[src/hdl/asr_regs.svh]
`ifndef ASR_REGS_SVH
`define ASR_REGS_SVH

// Register pointers
`define ASR_ADDR_CH0_MSB 5'h00
`define ASR_ADDR_CH0_MID 5'h01
`define ASR_ADDR_CH0_LSB 5'h02
`define ASR_ADDR_CH1_MSB 5'h03
`define ASR_ADDR_CH1_MID 5'h04
`define ASR_ADDR_CH1_LSB 5'h05
`define ASR_ADDR_MOD 5'h06
`define ASR_ADDR_PHASE 5'h07
`define ASR_ADDR_GAIN 5'h08
`define ASR_ADDR_LOOPCTL 5'h09
`define ASR_ADDR_SETUPA 5'h0A
`define ASR_ADDR_SETUPB 5'h0B

// Command byte fields
`define ASR_CMD_DEV_HI 7
`define ASR_CMD_DEV_LO 6
`define ASR_CMD_PTR_HI 5
`define ASR_CMD_PTR_LO 1
`define ASR_CMD_RD 0
`define ASR_DEV_ADDR 2'h0

// Loop and ready control fields
`define ASR_LOOP_SEL_HI 7
`define ASR_LOOP_SEL_LO 6
`define ASR_RDY_SEL_HI 3
`define ASR_RDY_SEL_LO 2
`define ASR_IDLE_DRIVE 0

// Setup register A fields
`define ASR_WIDTH1 7
`define ASR_WIDTH0 6
`define ASR_OSR_HI 5
`define ASR_OSR_LO 4
`define ASR_PRESC_HI 3
`define ASR_PRESC_LO 2

// Setup register B fields
`define ASR_SRST_HI 7
`define ASR_SRST_LO 6
`define ASR_SHDN_HI 5
`define ASR_SHDN_LO 4
`define ASR_EXT_BYPASS 0

// Reset values
`define ASR_RST_MOD 8'h33
`define ASR_RST_PHASE 8'h00
`define ASR_RST_GAIN 8'h00
`define ASR_RST_LOOPCTL 8'h80
`define ASR_RST_SETUPA 8'hF0
`define ASR_RST_SETUPB 8'h00

// Modulator tick divider: clocks per tick at clock_divider_setting code 0
`define ASR_MOD_DIV_BASE 6'h04

`endif

[src/hdl/asr_pkg.sv]
package asr_pkg;

  typedef enum logic [2:0] {
    ASR_IDLE,
    ASR_CMD,
    ASR_READ,
    ASR_WRITE,
    ASR_SKIP
  } asr_spi_st_e;

  typedef struct packed {
    logic ch;
    logic [23:0] data;
  } asr_conv_word_s;

  typedef struct packed {
    asr_spi_st_e st;
    logic sck_q;
    logic cs_q;
    logic [2:0] bit_cnt;
    logic [7:0] rx;
    logic [7:0] tx;
    logic rose;
    logic [4:0] addr;
    logic [7:0] modr;
    logic [7:0] phase;
    logic [7:0] gain;
    logic [7:0] loopctl;
    logic [7:0] seta;
    logic [7:0] setb;
    logic [1:0][23:0] hold;
    logic [1:0][23:0] paired;
    logic [1:0][23:0] outd;
    logic [1:0] frozen;
    logic [1:0] rel_pend;
    logic pulse;
    logic restart;
  } asr_top_state_s;

  // Low bits of the phase that fit the current ratio
  function automatic logic [7:0] osr_mask(input logic [1:0] oversampling_ratio);
    osr_mask = 8'((8'h1F << oversampling_ratio) | 8'h1F);
  endfunction

endpackage

[src/hdl/asr_buf2.sv]
`timescale 1ns/1ps
module asr_buf2 #(
  parameter int WIDTH = 25,
  parameter int DEPTH = 2
) (
  input wire logic clk,
  input wire logic rst_n,
  input wire logic [WIDTH-1:0] in_data,
  input wire logic in_valid,
  output logic in_ready,
  output logic [WIDTH-1:0] out_data,
  output logic out_valid,
  input wire logic out_ready
);
  localparam int AW = $clog2(DEPTH);

  typedef struct packed {
    logic [DEPTH-1:0][WIDTH-1:0] mem;
    logic [AW-1:0] wp;
    logic [AW-1:0] rp;
    logic [AW:0] cnt;
  } asr_buf_state_s;

  asr_buf_state_s s;
  asr_buf_state_s next_s;
  logic push;
  logic pop;

  assign in_ready = s.cnt != (AW+1)'(DEPTH);
  assign out_valid = s.cnt != '0;
  assign out_data = s.mem[s.rp];
  assign push = in_valid & in_ready;
  assign pop = out_valid & out_ready;

  always_comb begin
    next_s = s;
    if (push) begin
      next_s.mem[s.wp] = in_data;
      next_s.wp = AW'(s.wp + 1'b1);
    end
    if (pop) begin
      next_s.rp = AW'(s.rp + 1'b1);
    end
    next_s.cnt = (AW+1)'(s.cnt + push - pop);
  end

  always_ff @(posedge clk or negedge rst_n) begin
    if (!rst_n) begin
      s <= '0;
    end else begin
      s <= next_s;
    end
  end
endmodule // asr_buf2

[src/hdl/asr_rate_gen.sv]
`timescale 1ns/1ps
`include "asr_regs.svh"
module asr_rate_gen (
  input wire logic clk,
  input wire logic rst_n,
  input wire logic [1:0] presc,
  input wire logic [1:0] oversampling_ratio,
  input wire logic [7:0] phase,
  input wire logic restart,
  input wire logic [1:0] held,
  output logic tick,
  output logic [1:0] ev
);
  typedef struct packed {
    logic [5:0] div;
    logic [7:0] cnt;
  } asr_rate_state_s;

  asr_rate_state_s s;
  asr_rate_state_s next_s;
  logic [5:0] limit;
  logic [7:0] mask;

  assign limit = 6'((`ASR_MOD_DIV_BASE << presc) - 6'h01);
  assign mask = asr_pkg::osr_mask(oversampling_ratio);
  assign tick = (s.div == 6'h00) & ~restart;
  // Channel 1 is the reference, channel 0 offset by the phase
  assign ev[1] = tick & (s.cnt == 8'h00) & ~held[1];
  assign ev[0] = tick & (s.cnt == (phase & mask)) & ~held[0];

  always_comb begin
    next_s = s;
    next_s.div = (s.div == 6'h00) ? limit : 6'(s.div - 6'h01);
    if (tick) begin
      next_s.cnt = (s.cnt >= mask) ? 8'h00 : 8'(s.cnt + 8'h01);
    end
    if (restart) begin
      next_s.div = limit;
      next_s.cnt = 8'h00;
    end
  end

  always_ff @(posedge clk or negedge rst_n) begin
    if (!rst_n) begin
      s <= '0;
    end else begin
      s <= next_s;
    end
  end
endmodule // asr_rate_gen

[src/hdl/asr_top.sv]
`timescale 1ns/1ps
`include "asr_regs.svh"
module asr_top (
  input wire logic clk,
  input wire logic rst_n,
  input wire logic cs_n,
  input wire logic sck,
  input wire logic sdi,
  output logic sdo,
  output logic sdo_oe,
  output logic conversion_ready_pulse_n,
  output logic conversion_ready_pulse_oe,
  input wire asr_pkg::asr_conv_word_s conv_word,
  input wire logic conv_valid,
  output logic conv_ready,
  output logic [1:0] conv_soft_reset,
  output logic [1:0] conv_shutdown,
  output logic [7:0] conv_gain,
  output logic conv_restart
);
  localparam int CW = $bits(asr_pkg::asr_conv_word_s);

  asr_pkg::asr_top_state_s s;
  asr_pkg::asr_top_state_s next_s;
  logic sck_rise;
  logic sck_fall;
  logic tick;
  logic [1:0] ev;
  logic [1:0] held;
  logic [1:0] rdy_sel;
  logic [1:0] oversampling_ratio;
  logic [1:0] presc;
  logic [1:0] width;
  logic drain_ready;
  logic buf_valid;
  logic [CW-1:0] buf_data;
  asr_pkg::asr_conv_word_s word;

  // Channel owning a data pointer
  function automatic logic chan_of(input logic [4:0] a);
    chan_of = a > `ASR_ADDR_CH0_LSB;
  endfunction

  function automatic logic is_data(input logic [4:0] a);
    is_data = a <= `ASR_ADDR_CH1_LSB;
  endfunction

  // Last byte of a channel that the host must clock out
  function automatic logic is_last(input logic [4:0] a, input logic [1:0] w);
    logic c;
    c = chan_of(a);
    if (c) begin
      is_last = a == (w[1] ? `ASR_ADDR_CH1_LSB : `ASR_ADDR_CH1_MID);
    end else begin
      is_last = a == (w[0] ? `ASR_ADDR_CH0_LSB : `ASR_ADDR_CH0_MID);
    end
  endfunction

  // Pointer following a read byte
  function automatic logic [4:0] next_addr(input logic [4:0] a, input logic [1:0] sel,
                                           input logic [1:0] w);
    logic [4:0] lo;
    logic [4:0] hi;
    logic [4:0] nxt;
    lo = 5'h00;
    hi = `ASR_ADDR_SETUPB;
    unique case (sel)
      2'h1: begin
        if (a <= `ASR_ADDR_CH0_LSB) begin
          lo = `ASR_ADDR_CH0_MSB;
          hi = `ASR_ADDR_CH0_LSB;
        end else if (a <= `ASR_ADDR_CH1_LSB) begin
          lo = `ASR_ADDR_CH1_MSB;
          hi = `ASR_ADDR_CH1_LSB;
        end else if (a <= `ASR_ADDR_GAIN) begin
          lo = `ASR_ADDR_MOD;
          hi = `ASR_ADDR_GAIN;
        end else begin
          lo = `ASR_ADDR_LOOPCTL;
          hi = `ASR_ADDR_SETUPB;
        end
      end
      2'h2: begin
        if (a <= `ASR_ADDR_CH1_LSB) begin
          lo = `ASR_ADDR_CH0_MSB;
          hi = `ASR_ADDR_CH1_LSB;
        end else begin
          lo = `ASR_ADDR_MOD;
          hi = `ASR_ADDR_SETUPB;
        end
      end
      2'h0, 2'h3: begin
      end
    endcase
    nxt = 5'(a + 5'h01);
    if (nxt == `ASR_ADDR_CH0_LSB && !w[0]) begin
      nxt = `ASR_ADDR_CH1_MSB;
    end else if (nxt == `ASR_ADDR_CH1_LSB && !w[1]) begin
      nxt = `ASR_ADDR_MOD;
    end
    if (nxt > hi) begin
      nxt = lo;
    end
    if (sel == 2'h0 || a > `ASR_ADDR_SETUPB) begin
      nxt = a;
    end
    next_addr = nxt;
  endfunction

  // Lagging channel: positive phase delays channel 0
  function automatic logic lag_ch(input logic [7:0] ph, input logic [1:0] r);
    logic sign;
    sign = ph[3'(3'h4 + {1'b0, r})];
    lag_ch = !((ph & asr_pkg::osr_mask(r)) != 8'h00 && !sign);
  endfunction

  assign sck_rise = sck & ~s.sck_q;
  assign sck_fall = ~sck & s.sck_q;
  assign rdy_sel = s.loopctl[`ASR_RDY_SEL_HI:`ASR_RDY_SEL_LO];
  assign oversampling_ratio = s.seta[`ASR_OSR_HI:`ASR_OSR_LO];
  assign presc = s.seta[`ASR_PRESC_HI:`ASR_PRESC_LO];
  assign width = {s.seta[`ASR_WIDTH1], s.seta[`ASR_WIDTH0]};
  assign held = s.setb[`ASR_SRST_HI:`ASR_SRST_LO] | s.setb[`ASR_SHDN_HI:`ASR_SHDN_LO];
  assign drain_ready = ~|ev;
  assign word = asr_pkg::asr_conv_word_s'(buf_data);

  assign sdo = s.tx[7];
  assign sdo_oe = (s.st == asr_pkg::ASR_READ) & ~cs_n;
  assign conversion_ready_pulse_n = ~s.pulse;
  assign conversion_ready_pulse_oe = s.pulse | s.loopctl[`ASR_IDLE_DRIVE];
  assign conv_soft_reset = s.setb[`ASR_SRST_HI:`ASR_SRST_LO];
  assign conv_shutdown = s.setb[`ASR_SHDN_HI:`ASR_SHDN_LO];
  assign conv_gain = s.gain;
  assign conv_restart = s.restart;

  asr_buf2 #(
    .WIDTH(CW),
    .DEPTH(2)
  ) u_buf (
    .clk(clk),
    .rst_n(rst_n),
    .in_data(CW'(conv_word)),
    .in_valid(conv_valid),
    .in_ready(conv_ready),
    .out_data(buf_data),
    .out_valid(buf_valid),
    .out_ready(drain_ready)
  );

  asr_rate_gen u_rate (
    .clk(clk),
    .rst_n(rst_n),
    .presc(presc),
    .oversampling_ratio(oversampling_ratio),
    .phase(s.phase),
    .restart(s.restart),
    .held(held),
    .tick(tick),
    .ev(ev)
  );

  always_comb begin
    logic [7:0] byte_in;
    logic [4:0] ld;
    logic do_load;
    logic fire;
    byte_in = {s.rx[6:0], sdi};
    ld = s.addr;
    do_load = 1'b0;
    fire = 1'b0;
    next_s = s;
    next_s.restart = 1'b0;
    next_s.sck_q = sck;
    next_s.cs_q = cs_n;
    if (cs_n) begin
      next_s.st = asr_pkg::ASR_IDLE;
      next_s.bit_cnt = 3'h0;
      next_s.rose = 1'b0;
      next_s.tx = 8'h00;
      next_s.frozen = 2'h0;
      next_s.rel_pend = 2'h0;
    end else if (s.cs_q) begin
      next_s.st = asr_pkg::ASR_CMD;
      next_s.bit_cnt = 3'h0;
      next_s.rose = 1'b0;
    end else begin
      // Shift only after a rising edge, so a leading fall is ignored
      if (sck_fall && s.rose) begin
        next_s.tx = {s.tx[6:0], 1'b0};
        next_s.rose = 1'b0;
      end
      if (sck_rise) begin
        next_s.rx = byte_in;
        next_s.bit_cnt = 3'(s.bit_cnt + 3'h1);
        next_s.rose = 1'b1;
        if (s.bit_cnt == 3'h7) begin
          next_s.rose = 1'b0;
          next_s.frozen = s.frozen & ~s.rel_pend;
          next_s.rel_pend = 2'h0;
          unique case (s.st)
            asr_pkg::ASR_CMD: begin
              ld = byte_in[`ASR_CMD_PTR_HI:`ASR_CMD_PTR_LO];
              next_s.addr = ld;
              if (byte_in[`ASR_CMD_DEV_HI:`ASR_CMD_DEV_LO] != `ASR_DEV_ADDR) begin
                next_s.st = asr_pkg::ASR_SKIP;
              end else if (byte_in[`ASR_CMD_RD]) begin
                next_s.st = asr_pkg::ASR_READ;
                do_load = 1'b1;
              end else begin
                next_s.st = asr_pkg::ASR_WRITE;
              end
            end
            asr_pkg::ASR_READ: begin
              ld = next_addr(s.addr, s.loopctl[`ASR_LOOP_SEL_HI:`ASR_LOOP_SEL_LO],
                             width);
              next_s.addr = ld;
              do_load = 1'b1;
            end
            asr_pkg::ASR_WRITE: begin
              if (s.addr <= `ASR_ADDR_SETUPB) begin
                next_s.addr = (s.addr == `ASR_ADDR_SETUPB) ? 5'h00 : 5'(s.addr + 5'h01);
                unique case (s.addr)
                  `ASR_ADDR_MOD: next_s.modr = byte_in;
                  `ASR_ADDR_PHASE: begin
                    next_s.phase = byte_in;
                    next_s.restart = 1'b1;
                  end
                  `ASR_ADDR_GAIN: next_s.gain = byte_in;
                  `ASR_ADDR_LOOPCTL: next_s.loopctl = byte_in;
                  `ASR_ADDR_SETUPA: begin
                    next_s.seta = byte_in;
                    if (byte_in[`ASR_OSR_HI:`ASR_PRESC_LO] !=
                        s.seta[`ASR_OSR_HI:`ASR_PRESC_LO]) begin
                      next_s.restart = 1'b1;
                    end
                  end
                  `ASR_ADDR_SETUPB: begin
                    next_s.setb = byte_in;
                    if (byte_in[`ASR_EXT_BYPASS] != s.setb[`ASR_EXT_BYPASS]) begin
                      next_s.restart = 1'b1;
                    end
                  end
                  default: begin
                  end
                endcase
              end
            end
            asr_pkg::ASR_IDLE, asr_pkg::ASR_SKIP: begin
            end
          endcase
        end
      end
    end

    if (do_load) begin
      unique case (ld)
        `ASR_ADDR_CH0_MSB: next_s.tx = s.outd[0][23:16];
        `ASR_ADDR_CH0_MID: next_s.tx = s.outd[0][15:8];
        `ASR_ADDR_CH0_LSB: next_s.tx = s.outd[0][7:0];
        `ASR_ADDR_CH1_MSB: next_s.tx = s.outd[1][23:16];
        `ASR_ADDR_CH1_MID: next_s.tx = s.outd[1][15:8];
        `ASR_ADDR_CH1_LSB: next_s.tx = s.outd[1][7:0];
        `ASR_ADDR_MOD: next_s.tx = s.modr;
        `ASR_ADDR_PHASE: next_s.tx = s.phase;
        `ASR_ADDR_GAIN: next_s.tx = s.gain;
        `ASR_ADDR_LOOPCTL: next_s.tx = s.loopctl;
        `ASR_ADDR_SETUPA: next_s.tx = s.seta;
        `ASR_ADDR_SETUPB: next_s.tx = s.setb;
        default: next_s.tx = 8'h00;
      endcase
      if (is_data(ld)) begin
        next_s.frozen[chan_of(ld)] = 1'b1;
        next_s.rel_pend[chan_of(ld)] = is_last(ld, width);
      end
    end

    // First latch stage fed from the buffer
    if (buf_valid && drain_ready) begin
      next_s.hold[word.ch] = word.data;
    end
    unique case (rdy_sel)
      2'h0: begin
        if (ev[lag_ch(s.phase, oversampling_ratio)] && held == 2'h0) begin
          next_s.paired = s.hold;
          fire = 1'b1;
        end
      end
      2'h1: fire = ev[0];
      2'h2: fire = ev[1];
      2'h3: fire = |ev;
    endcase
    if (rdy_sel != 2'h0) begin
      for (int c = 0; c < 2; c++) begin
        if (ev[c]) begin
          next_s.paired[c] = s.hold[c];
        end
      end
    end
    // Pulse lasts until the next modulator tick
    if (fire) begin
      next_s.pulse = 1'b1;
    end else if (tick) begin
      next_s.pulse = 1'b0;
    end
    for (int c = 0; c < 2; c++) begin
      if (!next_s.frozen[c]) begin
        next_s.outd[c] = next_s.paired[c];
      end
    end
  end

  always_ff @(posedge clk or negedge rst_n) begin
    if (!rst_n) begin
      s <= '0;
      s.st <= asr_pkg::ASR_IDLE;
      s.cs_q <= 1'b1;
      s.modr <= `ASR_RST_MOD;
      s.phase <= `ASR_RST_PHASE;
      s.gain <= `ASR_RST_GAIN;
      s.loopctl <= `ASR_RST_LOOPCTL;
      s.seta <= `ASR_RST_SETUPA;
      s.setb <= `ASR_RST_SETUPB;
    end else begin
      s <= next_s;
    end
  end
endmodule // asr_top

[config.mk]
export PLATFORM = sky130hd
export DESIGN_NAME = asr_top
export DESIGN_NICKNAME = d
export VERILOG_FILES = /design/src/hdl/asr_pkg.sv /design/src/hdl/asr_buf2.sv /design/src/hdl/asr_rate_gen.sv /design/src/hdl/asr_top.sv
export VERILOG_INCLUDE_DIRS = /design/src /design/src/hdl
export SDC_FILE = /design/constraint.sdc
export NUM_CORES = 1
export LEC_CHECK = 0
export BUFFER_PORTS_ARGS = -buffer_cell sky130_fd_sc_hd__buf_4
export CAP_MARGIN = 0
export CORE_MARGIN = 1.5
export CORE_UTILIZATION = 50
export CTS_CLUSTER_SIZE = 24
export DETAILED_ROUTE_END_ITERATION = 8
export GPL_TIMING_DRIVEN = 0
export PLACE_DENSITY = 0.76
export SETUP_SLACK_MARGIN = 0.4
export SLEW_MARGIN = 30
export SYNTH_ARGS = -nofsm -noshare
export SYNTH_HDL_FRONTEND = slang
export SYNTH_SLANG_ARGS = --single-unit
[constraint.sdc]
create_clock -name clk -period 4.57 [get_ports clk]
set_input_delay 0.2285 -clock clk [delete_from_list [all_inputs] [get_ports clk]]
set_output_delay 0.2285 -clock clk [all_outputs]
set_load 0.05 [all_outputs]
=== Yosys cells after proc, flatten, opt, wreduce, memory -nomap -nowiden ===
Cells that the tools add are included.

* Mux-type cells: 112
* Shifts and indexed selects: 2
* Add/subtract/negate cells: 10
* Bitwise gates (word level): 24
* Order comparisons: 18
* Reductions and logical operators: 44
* Equality and inequality tests: 36

{| class="wikitable"
|+ Operators by type and width
! kind !! count
|-
| 48-bit two-way mux || 4
|-
| 54-bit two-way mux || 2
|-
| 8-bit one-hot mux with 12 select lines || 1
|-
| 5-bit two-way mux || 19
|-
| 8-bit two-way mux || 10
|-
| 25-bit two-way mux || 3
|-
| 24-bit two-way mux || 3
|-
| 53-bit two-way mux || 1
|-
| 50-bit bitwise mux || 1
|-
| 48-bit bitwise mux || 1
|-
| 4-bit two-way mux || 12
|-
| 7-bit AND reduction || 6
|-
| 5-bit by 4-bit equality test with 1-bit output, second input constant || 8
|-
| 5-bit by 3-bit equality test with 1-bit output, second input constant || 7
|-
| 1-bit two-way mux || 27
|-
| 3-bit two-way mux || 9
|-
| 25-bit demux with 1-bit select || 1
|-
| 24-bit demux with 1-bit select || 1
|-
| 9-bit two-way mux || 2
|-
| 4-bit one-hot mux with 2 select lines || 2
|-
| 5-bit by 2-bit equality test with 1-bit output, second input constant || 3
|-
| 5-bit one-hot mux with 3 select lines || 1
|-
| 3-bit nonzero test || 5
|-
| 14-bit two-way mux || 1
|-
| other kinds (64) || 116
|}

* Input bits: 31
* Flip-flop bits (word level): 296

=== Depth between registers and ports, before layout ===
* Depth in word-level cells: 26
* Mapped depth: 20
* Mapped depth without buffers: 17

=== Cells and area by module ===
A second synthesis with hierarchy kept.

* Cells, all modules: 1,186
* Area total of the unflattened synthesis: 14,749.1 sq um

{| class="wikitable"
|+ By module, submodules not included
! module !! seq. area each (sq um) !! cells an instance !! area each (sq um) !! times used
|-
| asr_top || 5,693.0 || 914 || 11,085.6 || 1
|-
| asr_buf2 || 1,351.3 || 151 || 2,572.5 || 1
|-
| asr_rate_gen || 350.3 || 121 || 1,091.0 || 1
|}

=== Least setup slack after synthesis ===
OpenSTA, ideal clock, no wires.

* Path type: reg2reg
* Start point: reg s[198] (netlist bit)
* End point: reg s[34] (netlist bit)
* Slack: 0.183 ns
* Path buffers: 3
* Clock period less this slack: 4.387 ns
* Cell stages (with the launch flop): 20
* Arrival time: 4.259 ns
* Path through: dfrtp_1 -> clkbuf_1 -> inv_1 -> ha_1 -> nor2b_1 -> o21ai_0 -> a21o_1 -> a211oi_1 -> ha_1 -> nor2b_1 -> o21ai_0 -> a32oi_1 -> nand2b_1 -> o311a_1 -> clkbuf_1 -> o21ai_4 -> mux2i_2 -> a31oi_4 -> buf_6 -> mux2_1

* Cells in the longest elaborated chain, start to end: 26
* Elaborated cells on any way between the ends: 50
* Classes of those cells: 1 x add/sub; 9 x order compare; 2 x eq/ne; 33 x mux; 1 x bitwise; 4 x reduce/logical

{| class="wikitable"
|+ RTL lines
! item !! RTL line !! RTL
|-
| from (decl) || asr_top.sv:23 || <nowiki>asr_pkg::asr_top_state_s s;</nowiki>
|-
| from (signal assigned) || asr_top.sv:324 || <nowiki>s <= next_s;</nowiki>
|-
| 5-bit by 1-bit adder with 5-bit output or 5-bit by 4-bit <= comparator with 1-bit output (tied branches) || -- ||
|-
| 5-bit by 3-bit equality test with 1-bit output (no source line) or 2-bit two-way mux (tied branches) || -- ||
|-
| 1-bit logical AND or 4-bit two-way mux (tied branches) || asr_top.sv:98, asr_top.sv:72 ||
|-
| 5-bit two-way mux or 4-bit two-way mux (tied branches) || asr_top.sv:98, asr_top.sv:69 ||
|-
| 5-bit two-way mux or 4-bit one-hot mux with 2 select lines (tied branches) || asr_top.sv:96, asr_top.sv:67 ||
|-
| 5-bit two-way mux || asr_top.sv:200 || <nowiki>unique case (s.st)</nowiki>
|-
| 5-bit two-way mux || asr_top.sv:196 || <nowiki>if (s.bit_cnt == 3'h7) begin</nowiki>
|-
| 5-bit two-way mux || asr_top.sv:192 || <nowiki>if (sck_rise) begin</nowiki>
|-
| (+10 left out) || -- ||
|-
| 5-bit by 2-bit > comparator with 1-bit output (no source line) || -- ||
|-
| 1-bit by 2-bit < comparator with 1-bit output (implied by the code) or 1-bit greater-or-equal comparator (tied branches) || asr_top.sv:272 || <nowiki>next_s.frozen[chan_of(ld)] = 1'b1;</nowiki>
|-
| 1-bit logical AND (implied by the code) || asr_top.sv:272 ||
|-
| 1-bit two-way mux (implied by the code) || asr_top.sv:272 ||
|-
| 1-bit demux with 1-bit select || asr_top.sv:272 ||
|-
| 2-bit OR (no source line) || -- ||
|-
| 4-bit two-way mux * || asr_top.sv:271 || <nowiki>if (is_data(ld)) begin</nowiki>
|-
| 4-bit two-way mux * || asr_top.sv:255 || <nowiki>if (do_load) begin</nowiki>
|}

Mark *: on every way between the ends. The rest lies on a longest branch, timed or not. The select of a mux whose other input is x is not followed.
A chain may end at the register's enable or synchronous reset.

=== Worst setup path after layout ===
* Start point: reg s[198] (netlist bit)
* End point: reg s[26] (netlist bit)

Same word-level chain as after synthesis.

==> metrics.md <==
| Metric | Value |
|---|---|
| Vias in the first global route | 10,700 |
| Drt initial violations | 828 |
| Initial Utilization | 50.8% |
| Layout cells sized above 1 | 34.4% |
| Top-Level Pins | 49 |
| Filler instances | 2,098 |
| Global-route wire length before repair | 60,600 um |
| Synth top area cells | dfrtp_1 50%, mux2_2 13%, mux2i_1 3.4% |
| # diodes | 0 |
| Final Skew | 0.0150 ns |
| Clock Sinks | 295 |
| Placement Rows | 61 |
| Placement Cell Area | 0.0151 mm2 |
| Synth Instances | 1,214 |
| Pin count of the biggest net entering global routing | 89 |
| CTS clk-pin slew, worst paths | 0.06 ns |
| CTS Root Buffer Type | clkbuf_16 |
| Period minus WS final | 4.31 ns |
| Port Buffers | 47 |
| Post-synth EDFFs | 0 |
| Kind of start point of the critical path | flip-flop |
| Comb power frac | 21.0% |
| Fin area | 0.0178 mm2 |
| DIE AREA | 0.0293 mm2 |
| Core area | 0.0279 mm2 |
| Post-synthesis net count | 1,266 |
| DIE WIDTH | 171 um |
| DR vias/cell | 5.89 |
| Worst skew pair latency | 0.56 ns |
| Final setup viols | 0 |
| Pleak | 8.37 nW |
| Element type at the critical path end | flip-flop |
| Syn avg cell area | 11.7 um2 |
| Setup repair after global routing missed its margin | yes |
| Sw frac | 29.6% |
| Routed via count | 10,600 |
| Max Slew Vio Count | 0 |
| Yosys reg bits | 295 |
| Hold WS | 0.202 ns |
| Pwr dens | 431 mW/mm2 |
| RePlAce Congestion | 0.983 |
| CP Class | flip-flop to flip-flop |
| Placed insts | 1,642 |
| Post-synth top area cell | dfrtp_1 |
| FFs w/ async S/R, synth | 100% |
| NumNets Final | 1,452 |
| Post-Layout Cell Count | 1,801 |
| DRT Wirelength | 38,900 um |
| Cell-internal power | 5.41 mW |
| Setup_tns | 0 ns |
| Total iterations of the first detailed-routing run | 7 |
| CP Max Fanout | 5 |
| CTS tree | done |
| Achievable frequency | 232 MHz |
| Worst Max-Slew Pin Slew | 0.868 ns |
| Period utilisation layout | 94.3% |
| Pre-CTS setup slack | -0.574 ns |
| Relative slew slack | 41.7% |
| DRC | 0 |
| Synth Cell Area | 0.0142 mm2 |
| CTS Buffer Depth | 3 |
| Final hold viol count | 0 |
| Area share of the largest cell type after synthesis | 50.4% |
| CP required | 5.01 ns |
| H-tree levels | 1 |
| Top FF cell, synth | dfrtp_1 |
| Seq/Total Area, Yosys | 52.2% |
| Switching power | 2.27 mW |
| Status | finished clean |
| Clock power share | 34.7% |
| Crit path arrival time | 4.75 ns |
| Post-layout worst setup margin | 0.258 ns |
| Number of max-cap violations | 0 |
| Post-DR wirelength/cell | 21.6 um |
| Synth unique cells | 78 |
| Number of synthesis warnings | 0 |
| Chip height | 171 um |
| Initial antenna violation count | 0 |
| Worst min path class | input pin to asynchronous set/reset pin |
| Post-route ant nets | 0 |
| Final HPWL DP | 25,700 um |
| Area grow syn2layout | 25.8% |
| Reg power frac | 44.4% |
| Total GRT Usage | 26.9% |
| VDD IR max | 455 uV |
| Global route total overflow | 0 |
| Num CTS Buffers | 30 |
==> logic make-up after synthesis <==
group | after synthesis | share of synthesized area, %
compound gates | 232 | 11.0
mux | 254 | 20.3
flops | 295 | 52.2
simple gates | 275 | 9.36
fa+ha+maj | 21 | 1.86
xor+xnor | 28 | 1.73
buf+inv | 109 | 3.59
==> registers in the layout, indices dropped and copies added, names as in the netlist <==
signal              flops
presc                   2
conv_gain               8
oversampling_ratio      2
conv_soft_reset         2
conv_restart            1
s                     207
rdy_sel                 2
u_rate.s               14
u_buf.s                54
sdo                     1
conv_shutdown           2
==> power by group through the flow <==
| stage | Clock (mW) | Sequential [mW] | Combinational [mW] |
|---|---|---|---|
| 4_1_cts | 2.68 | 3.39 | 1.61 |
| 3_5_place_dp | 0 | 3.43 | 1.57 |
| 2_1_floorplan | 0 | 3.32 | 1.11 |
| 5_1_grt | 2.80 | 3.45 | 1.79 |
| 3_3_place_gp | 0 | 3.40 | 1.48 |
| 6_report | 2.66 | 3.40 | 1.61 |
==> worst max-delay path: stages, from the launching register on <==
cell       delay, ns
dfrtp_1         0.44
buf_4           0.17
ha_2            0.21
or2_2           0.28
o32a_1          0.38
nand2_1         0.09
nand3b_1        0.11
ha_2            0.21
nor2b_4         0.14
o21ai_4         0.09
a32oi_4         0.28
buf_6           0.15
o21ai_4         0.07
o31a_1          0.35
nor4_4          0.40
a31oi_4         0.19
buf_12          0.20
clkbuf_16       0.15
mux2_4          0.29
==> per-layer routing <==
layer  wire length [um]  GRT usage, %  vias to the layer above
met5                  0             0                        -
met4               1390          9.46                        0
met1              16500          35.4                     5384
met2              19100          45.8                      365
li1                   -             -                     4748
met3               1920          3.64                      103
==> layout by cell type (no fill, tap or decap), types with 19 or more instances in the layout <==
master / count
nand2_1: 105
clkbuf_1: 42
mux2_4: 24
mux2_2: 166
o21ai_0: 79
buf_4: 115
nor2_1: 53
a21oi_1: 25
mux2i_1: 45
a31oi_1: 19
dfrtp_1: 285
clkbuf_16: 33
inv_1: 34
dlygate4sd3_1: 29
==> final timing paths <==
kind | from | endpoint | cells after the start | slack, ns
max | s[198] | s[26] | 18 | 0.26
min | rst_n | u_buf.s[24] | 2 | 0.20
max reg2reg | s[198] | s[26] | 18 | 0.26
min reg2reg | u_rate.s[8] | u_rate.s[8] | 1 | 0.47
max in group asynchronous | rst_n | s[223] | 4 | 3.22
min in group clk | cs_n | s[223] | 2 | 0.35
==> synthesized netlist by cell type, types with 21 or more instances <==
| cell | number |
|---|---|
| nand2_1 | 106 |
| mux2i_1 | 48 |
| inv_1 | 36 |
| dfrtp_1 | 285 |
| o21ai_0 | 85 |
| nor2_1 | 57 |
| mux2_2 | 167 |
| clkbuf_1 | 45 |
| a21oi_1 | 28 |
| ha_1 | 21 |
==> per-stage QoR <==
step	util [%]	total power, mW
floorplan	-	4.44
global placement	53.9	4.88
detailed placement	54.2	4.99
CTS	62.2	7.68
global route	64.0	8.05
finish	64.0	7.67
==> final cells by class <==
class / count / area [um2] / area share (%)
well taps: 378 / 473 / 2.65
clock inverters: 9 / 173 / 0.969
multi-input cells: 812 / 6780 / 38.1
plain buffers: 72 / 510 / 2.86
clock buffers: 46 / 902 / 5.06
flip-flops and latches: 295 / 7390 / 41.5
repair buffers: 152 / 1440 / 8.10
inverters: 37 / 143 / 0.800
==> repair_timing <==
action / 4_1_cts / 5_1_grt
setup buffers: 45 / 24
gates cloned: 3 / 3
pin swaps: 29 / 26
hold endpoints to repair: 113 / 0
hold buffers: 29 / 0
setup endpoints to repair: 60 / 58
gates resized for setup: 90 / 59
No activity file was read; power rests on OpenSTA's default activity.
